--- config.mk ---
export PLATFORM = sky130hd
export DESIGN_NAME = slt_regs
export DESIGN_NICKNAME = d
export VERILOG_FILES = /design/src/hw/slt_pkg.sv /design/src/hw/slt_regs.sv
export VERILOG_INCLUDE_DIRS = /design/src /design/src/hw
export SDC_FILE = /design/constraint.sdc
export NUM_CORES = 1
export LEC_CHECK = 0
export BUFFER_PORTS_ARGS = -buffer_cell sky130_fd_sc_hd__buf_4
export CAP_MARGIN = 0
export CORE_MARGIN = 2
export CORE_UTILIZATION = 50
export CTS_CLUSTER_SIZE = 28
export DETAILED_ROUTE_END_ITERATION = 10
export MAX_ROUTING_LAYER = met4
export PLACE_DENSITY = 0.75
export SYNTH_ARGS = -nofsm -noshare
export SYNTH_HDL_FRONTEND = slang
export SYNTH_SLANG_ARGS = --single-unit
--- constraint.sdc ---
create_clock -name clk -period 2.95 [get_ports clk]
set_input_delay 0.59 -clock clk [delete_from_list [all_inputs] [get_ports clk]]
set_output_delay 0.59 -clock clk [all_outputs]
set_load 0.05 [all_outputs]
--- src/hw/slt_params.svh ---
// Constants of the SCL timing and I/O supply register slice
//
// Function
// SCL low pulse lasts 40 ns times the count plus four oscillator periods.
// The same count times the target SDA setup before SCL is released.
// The SCL low-time count resets to 0x7a, about 100 kHz at 25 MHz.
// Voltage select bit: 0 is 1.8 V, 1 is 3.3 V; reads detected level. With override set the code reads back the written bit.
// With override clear, select and mode follow the detected supply level.
// With override set, written select and mode apply; mode 00 1.8 V, 11 3.3 V.
// Software allows for a ten percent oscillator spread when choosing counts.
`ifndef SLT_PARAMS_SVH
`define SLT_PARAMS_SVH

// ****************************************
// Register offsets
// ****************************************
`define SLT_OFS_SCL_LOW      8'h0b
`define SLT_OFS_SPARE        8'h0c
`define SLT_OFS_IO_SUPPLY    8'h0d

// ****************************************
// Reset values
// ****************************************
`define SLT_RST_SCL_LOW      8'h7a
`define SLT_RST_SPARE        8'h00
`define SLT_RST_IO_SUPPLY    8'h09

// ****************************************
// Field positions of the supply register
// ****************************************
`define SLT_BIT_SEL          7
`define SLT_BIT_OVR          6
`define SLT_MODE_HI          5
`define SLT_MODE_LO          4
`define SLT_RSVD_HI          3
`define SLT_RSVD_LO          0
`define SLT_MODE_1V8         2'h0
`define SLT_MODE_3V3         2'h3

// ****************************************
// Timing
// ****************************************
`define SLT_CLK_MHZ          200
`define SLT_UNIT_NS          40
`define SLT_UNIT_CYC         ((`SLT_UNIT_NS * `SLT_CLK_MHZ + 999) / 1000)
`define SLT_EXTRA_PERIODS    4
`define SLT_CNT_W            12

`endif

--- src/hw/slt_pkg.sv ---
// Types of the SCL timing and I/O supply register slice
`default_nettype none
`include "slt_params.svh"

package slt_pkg;

    typedef struct packed {
        logic [7:0]            scl_low_period;
        logic [7:0]            spare_slot;
        logic                  supply_mode_override;
        logic                  sel_written;
        logic [1:0]            mode_written;
        logic [3:0]            supply_reserved;
        logic                  rail_meta;
        logic                  rail_sync;
        logic [`SLT_CNT_W-1:0] low_cnt;
        logic                  low_active;
        logic                  low_done;
        logic [`SLT_CNT_W-1:0] setup_cnt;
        logic                  setup_active;
        logic                  setup_done;
        logic                  io_high_voltage_select;
        logic [1:0]            io_supply_mode;
        logic [7:0]            rdata;
        logic                  rvalid;
    } slt_state_t;

endpackage

`default_nettype wire

--- src/hw/slt_regs.sv ---
// SCL low-time timer and I/O supply select registers
`default_nettype none
`include "slt_params.svh"

module slt_regs
    import slt_pkg::*;
(
    input  wire logic       clk,
    input  wire logic       reset_n,
    input  wire logic [7:0] reg_addr,
    input  wire logic [7:0] reg_wdata,
    input  wire logic       reg_write,
    input  wire logic       reg_read,
    output logic      [7:0] reg_rdata,
    output logic            reg_rvalid,
    input  wire logic       io_supply_rail,
    input  wire logic       scl_low_start,
    output logic            scl_drive_low,
    output logic            scl_low_done,
    input  wire logic       sda_setup_start,
    output logic            scl_hold_low,
    output logic            sda_setup_done,
    output logic            io_high_voltage_select,
    output logic      [1:0] io_supply_mode
);

    // ****************************************
    // Helpers
    // ****************************************
    function automatic logic [`SLT_CNT_W-1:0] low_cycles(input logic [7:0] count);
        logic [`SLT_CNT_W-1:0] units;
        units = `SLT_CNT_W'(count) + `SLT_CNT_W'(`SLT_EXTRA_PERIODS);
        return `SLT_CNT_W'(units * `SLT_CNT_W'(`SLT_UNIT_CYC));
    endfunction

    // One-hot register select, shared by the write and read paths
    function automatic logic [2:0] reg_hit(input logic [7:0] addr);
        logic [2:0] hit_v;
        hit_v = 3'h0;
        case (addr)
            `SLT_OFS_SCL_LOW:
            begin
                hit_v = 3'h1;
            end
            `SLT_OFS_SPARE:
            begin
                hit_v = 3'h2;
            end
            `SLT_OFS_IO_SUPPLY:
            begin
                hit_v = 3'h4;
            end
            default:
            begin
                hit_v = 3'h0;
            end
        endcase
        return hit_v;
    endfunction

    slt_state_t cur;
    slt_state_t next_cur;
    logic       next_sel;
    logic [1:0] next_mode;
    logic [2:0] hit;

    // ****************************************
    // Next state
    // ****************************************
    always_comb
    begin
        next_cur = cur;
        next_cur.low_done = 1'b0;
        next_cur.setup_done = 1'b0;
        next_cur.rvalid = 1'b0;

        // Register select from the offset
        hit = reg_hit(reg_addr);

        // Supply level sampled through two flops
        next_cur.rail_meta = io_supply_rail;
        next_cur.rail_sync = cur.rail_meta;

        // Register writes
        if (reg_write)
        begin
            unique case (hit)
                3'h1:
                begin
                    next_cur.scl_low_period = reg_wdata;
                end
                3'h2:
                begin
                    next_cur.spare_slot = reg_wdata;
                end
                3'h4:
                begin
                    next_cur.sel_written = reg_wdata[`SLT_BIT_SEL];
                    next_cur.supply_mode_override = reg_wdata[`SLT_BIT_OVR];
                    next_cur.mode_written = reg_wdata[`SLT_MODE_HI:`SLT_MODE_LO];
                    next_cur.supply_reserved = reg_wdata[`SLT_RSVD_HI:`SLT_RSVD_LO];
                end
                default:
                begin
                end
            endcase
        end

        // Effective supply controls
        if (cur.supply_mode_override)
        begin
            next_sel = cur.sel_written;
            next_mode = cur.mode_written;
        end
        else
        begin
            next_sel = cur.rail_sync;
            next_mode = cur.rail_sync ? `SLT_MODE_3V3 : `SLT_MODE_1V8;
        end
        next_cur.io_high_voltage_select = next_sel;
        next_cur.io_supply_mode = next_mode;

        // Register reads, one cycle later
        if (reg_read)
        begin
            next_cur.rvalid = 1'b1;
            unique case (hit)
                3'h1:
                begin
                    next_cur.rdata = cur.scl_low_period;
                end
                3'h2:
                begin
                    next_cur.rdata = cur.spare_slot;
                end
                3'h4:
                begin
                    next_cur.rdata = {cur.io_high_voltage_select,
                                      cur.supply_mode_override,
                                      cur.io_supply_mode,
                                      cur.supply_reserved};
                end
                default:
                begin
                    next_cur.rdata = 8'h00;
                end
            endcase
        end

        // SCL low phase as bus controller
        if (cur.low_active)
        begin
            if (cur.low_cnt == '0)
            begin
                next_cur.low_active = 1'b0;
                next_cur.low_done = 1'b1;
            end
            else
            begin
                next_cur.low_cnt = cur.low_cnt - `SLT_CNT_W'(1);
            end
        end
        // A start while the phase runs is ignored
        else if (scl_low_start)
        begin
            next_cur.low_active = 1'b1;
            next_cur.low_cnt = low_cycles(cur.scl_low_period) - `SLT_CNT_W'(1);
        end

        // SDA setup before releasing SCL as target
        if (cur.setup_active)
        begin
            if (cur.setup_cnt == '0)
            begin
                next_cur.setup_active = 1'b0;
                next_cur.setup_done = 1'b1;
            end
            else
            begin
                next_cur.setup_cnt = cur.setup_cnt - `SLT_CNT_W'(1);
            end
        end
        // A start while the phase runs is ignored
        else if (sda_setup_start)
        begin
            next_cur.setup_active = 1'b1;
            next_cur.setup_cnt = low_cycles(cur.scl_low_period) - `SLT_CNT_W'(1);
        end
    end

    // ****************************************
    // State register
    // ****************************************
    always_ff @(posedge clk)
    begin
        if (!reset_n)
        begin
            cur <= '0;
            cur.scl_low_period <= `SLT_RST_SCL_LOW;
            cur.spare_slot <= `SLT_RST_SPARE;
            cur.sel_written <= 1'(`SLT_RST_IO_SUPPLY >> `SLT_BIT_SEL);
            cur.supply_mode_override <= 1'b0;
            cur.mode_written <= 2'(`SLT_RST_IO_SUPPLY >> `SLT_MODE_LO);
            cur.supply_reserved <= 4'(`SLT_RST_IO_SUPPLY);
        end
        else
        begin
            cur <= next_cur;
        end
    end

    // ****************************************
    // Outputs
    // ****************************************
    assign reg_rdata = cur.rdata;
    assign reg_rvalid = cur.rvalid;
    assign scl_drive_low = cur.low_active;
    assign scl_low_done = cur.low_done;
    assign scl_hold_low = cur.setup_active;
    assign sda_setup_done = cur.setup_done;
    assign io_high_voltage_select = cur.io_high_voltage_select;
    assign io_supply_mode = cur.io_supply_mode;

endmodule

`default_nettype wire

Word-level counts from Yosys, hierarchy flattened
Cells that the tools add are included.

storage, ports and cells
  register bits after elaboration = 66
  output and inout bits = 16

operators by class
  add/sub/neg operators = 4
  equal/unequal tests = 8
  multiplexer cells = 14
  reductions and logical operators = 11

operator list
  kind                                                  count
  2-to-1 mux 13 bit                                     4
  subtractor 12 x 1 -> 12 bit (second input constant)   3
  equality test 8 x 4 -> 1 bit (second input constant)  3
  logical NOT 12 bit                                    2
  2-to-1 mux 12 bit                                     2
  one-hot mux 8 bit (3 select lines)                    1
  AND reduction 2 bit                                   7
  adder 8 x 3 -> 9 bit (second input constant)          1
  one-hot mux 3 bit (3 select lines)                    1
  2-to-1 mux 2 bit                                      4
  != test 2 bit (second input constant)                 2
  nonzero test 2 bit                                    2
  equality test 3 x 1 -> 1 bit (second input constant)  1
  equality test 3 x 2 -> 1 bit (second input constant)  1
  equality test 3 bit (second input constant)           1
  2-to-1 mux 1 bit                                      2

Depth between registers and ports, before layout
  depth in word-level cells = 4
  gate-level depth with buffers = 8
  depth with buffers taken out = 7

Worst setup path before layout
OpenSTA, ideal clock, no wires.

  kind = reg2reg
  start point = register cur (netlist bit scl_hold_low)
  end point = register cur[23] in the netlist's numbering
  setup time = 0.079 ns
  arrival time = 1.993 ns
  data required time = 2.871 ns
  slack = 0.878 ns
  cell stages (with the launch flop) = 7
  cell sequence = dfxtp_1 > buf_4 > or3b_4 > a2111oi_2 > xor2_1 > nor2_1 > a211oi_2

on the way
  longest elaborated chain between the ends = 2

ends and longest elaborated chain
  item                                                                  line             source
  start, declared                                                       slt_regs.sv:61   slt_state_t cur;
  start signal, assigned                                                slt_regs.sv:208  cur <= next_cur;
  != test 2 bit (no source line) or nonzero test 2 bit (tied branches)  --
  AND reduction 2 bit (no source line)                                  --

Several ways; a longest one is shown, not always the timed one.
A chain may end at the register's enable or synchronous reset.

Worst setup path in the final report
  start point = register cur[28] in the netlist's numbering
  end point = register cur[33] in the netlist's numbering

on the way
  longest elaborated chain between the ends = 3

ends and longest elaborated chain
  item                                                               line
  subtractor 12 x 1 -> 12 bit or logical NOT 12 bit (tied branches)  slt_regs.sv:160, slt_regs.sv:153
  2-to-1 mux 12 bit or != test 2 bit (tied branches)                 --
  2-to-1 mux 13 bit or AND reduction 2 bit (tied branches)           --

Several ways; a longest one is shown, not always the timed one. The select of a mux whose other input is x is not followed.

==> reports/results.tsv <==
metric	value	unit
DR WL/cell	15.7	um
first-pass GRT wire length	12600	um
Vias	2912	
crit path DAT	2.53	ns
floorplan core area	6390	um^2
synth warn	0	
final core utilization	58.8	%
clk_lat worst skew	0.35	ns
synth top area cells	dfxtp_1, mux2i_1, nand2_1, nor2_1, a21oi_1	
worst path required time	3.23	ns
Total GRT Usage	22.3	%
setup_tns	0	ns
crit path capture type	flip-flop	
#FFs+latches synth	66	
ant diodes	0	
Post-synth ARST share	0	%
min Tclk post-route	2.25	ns
Post-CTS Setup Bufs	0	
worst path bufs/invs	1	
hold path startpoint	cur[41]$_SDFF_PN0_	
fin crit share	76.4	%
Max clock buf depth	2	
slowest stage delay, CP	0.56	ns
vias in the first global route	2633	
die height	85.7	um
Syn Area/Cell	8.73	um^2
Pwr Density	538	nW/um^2
Net Count, Synth	409	
crit-path cells	inv_1 -> ha_1 -> nor3b_1 -> a41oi_1 -> nor3_1 -> o21ai_0 -> o211ai_1	
Final Max Tran Viols	0	
register area share after synthesis	39.6	%
Setup violations, final	0	
number of placed I/O pins	39	
pin count of the biggest net entering global routing	21	
Hold Violations, Final	0	
setup ws final	0.696	ns
wirelength, routed	7650	um
status	completed	
Die X	85.7	um
CTS resizes	0	
layout cells sized above 1	16.8	%
clk sinks	66	
H-tree Lvls	3	
critical path fanouts, max	7	
RSZ-0062 raised after global routing	false	
CP Launch Type	flip-flop	
Worst slew margin	55.7	%
row count	29	
Root Buffer	clkbuf_8	
Pleak	1.56	nW
WS Path Type	reg2reg	
Worst-Margin Slew	0.663	ns
CTS tree	built	
First-pass DRT Iterations	4	
Worst-path clk slew	0.07	ns
Syn Std Cell Area	3330	um^2
Crit-path slowest cell	nor3_1	
initial antenna violation count	0	
worst r2r src	cur[28]$_SDFFE_PN0P_	
VDD IR max	0.258	mV
Post-synth EDFFs	0	
via density per instance	5.98	
Nets	433	
Max-cap violations	0	
Layout area overhead	12.6	%
library cells used by synthesis	64	
cell family with most CP delay	simple AND/OR/NAND/NOR gates	
share of Yosys cell area claimed by the top area cell type	39.6	%
CP startpoint	cur[28]$_SDFFE_PN0P_	
Routed Antenna Nets	0	
Final HPWL DP	5450	um
Num CTS Buffers	9	
Hold/Removal Path Class	reg2reg	
pre-CTS setup slack	0.538	ns
global placement routability congestion	0.871	
grt ovf	0	
DRC	0	
FMAX	0.444	GHz
initial drt markers	166	
top cell type by total area after synthesis	dfxtp_1	
Mapped Cells	382	
Worst Skew	0.00546	ns
DIE AREA	7340	um^2
PortBufs	38	
hold_buf cts	0	
ys flop type	dfxtp_1	
Initial Util	52.2	%
registers in the layout, indices dropped and copies added, names as in the netlist:
register,cells
scl_low_done,1
reg_rdata,8
io_high_voltage_select,1
io_supply_mode,2
reg_rvalid,1
scl_hold_low,1
scl_drive_low,1
cur,50
sda_setup_done,1
layout by cell type, fill, tap and decap left out, drive strengths merged, types with 9 or more instances in the layout:
cell type / n
dfxtp: 66
buf: 42
nand2: 36
nor2: 34
a21oi: 25
mux2i: 17
nand3: 16
a22o: 14
inv: 11
nor3: 11
nor4: 9
clkbuf: 9
cells in the mapped netlist, types with 2 or more instances:
cell type and count:
o211ai_1 3, a22o_1 14, nor3b_1 3, or3_1 6, o31a_1 3, nor4_1 9
o21ai_0 8, a31oi_1 3, and2_1 6, a311oi_1 4, o311ai_0 2, nor3_1 10
nand2_1 35, and3_1 6, nand2b_1 4, clkbuf_1 11, buf_2 3, inv_1 11
nor2_1 34, or4_1 4, a22oi_1 5, mux2i_1 17, a221o_1 2, buf_4 11
dfxtp_1 66, ha_1 4, nor2b_1 6, a211oi_1 5, a21oi_1 25, xor2_1 5
o22ai_1 2, nand3_1 15, buf_6 2, xnor2_1 8
cell type report:
type                    instances  area [um^2]
well taps                      77         96.3
repair buffers                 42          315
flip-flops and latches         66         1320
inverters                      11         41.3
clock inverters                 6         58.8
fillers                       565         2630
multi-input cells             276         1800
clock buffers                   9          124
per-stage QoR:
| step | cell area [um^2] | cells | power (mW) | hold WS [ns] |
|---|---|---|---|---|
| 2_1_floorplan | 3330 | 382 | 1.23 | 0.412 |
| 3_3_place_gp | 3570 | 472 | 1.30 | 0.427 |
| 3_5_place_dp | 3570 | 472 | 1.30 | 0.430 |
| 4_1_cts | 3750 | 487 | 2.03 | 0.436 |
| 5_1_grt | 3750 | 487 | 2.11 | 0.452 |
| 6_report | 3750 | 487 | 2.02 | 0.440 |
worst register-to-register path: cells and delay by family, from the launching register on:
| family | cells | cell delay, ns |
|---|---|---|
| buffers and inverters | 1 | 0.07 |
| adders and majority gates | 1 | 0.20 |
| AOI/OAI and AO/OA | 3 | 0.66 |
| DFF | 1 | 0.34 |
| and+or+nand+nor | 2 | 0.92 |
cell families (layout without fill, tap and decap cells):
| family | count (synthesis) | in the layout | share of synthesized area (%) |
|---|---|---|---|
| AOI/OAI and AO/OA | 91 | 91 | 20.5 |
| buffers and inverters | 40 | 68 | 6.45 |
| muxes | 17 | 17 | 5.10 |
| adders and majority gates | 4 | 4 | 1.50 |
| xor gates and xnor gates | 13 | 13 | 3.41 |
| DFF | 66 | 66 | 39.6 |
| and+or+nand+nor | 151 | 151 | 23.5 |
power by group:
part / leakage [nW] / internal [mW] / switching (mW) / total (mW)
sequential: 0.539 / 0.930 / 0.0465 / 0.977
combinational: 0.921 / 0.123 / 0.193 / 0.316
clock: 0.0986 / 0.381 / 0.346 / 0.726
metal layers:
metal  up-vias  part of all wire [%]  track usage [%]  routed length [um]
li1       1435                     -                -                   -
met3        12                   4.7             3.46                 356
met5         -                     0                -                   0
met1      1379                    48             29.7                3700
met4         0                   1.8             10.7                 136
met2        86                    45             33.2                3460
worst paths after layout:
| path | endpoint | depth (start not counted) | slack [ns] |
|---|---|---|---|
| worst max register to register | cur[33]$_SDFFE_PN0P_ | 7 | 0.70 |
| worst min-delay path | cur[40]$_SDFF_PN0_ | 1 | 0.44 |
| worst min register to register | cur[40]$_SDFF_PN0_ | 1 | 0.44 |
| worst max-delay path | cur[33]$_SDFFE_PN0P_ | 7 | 0.70 |
(Power assumes the default switching activity.)
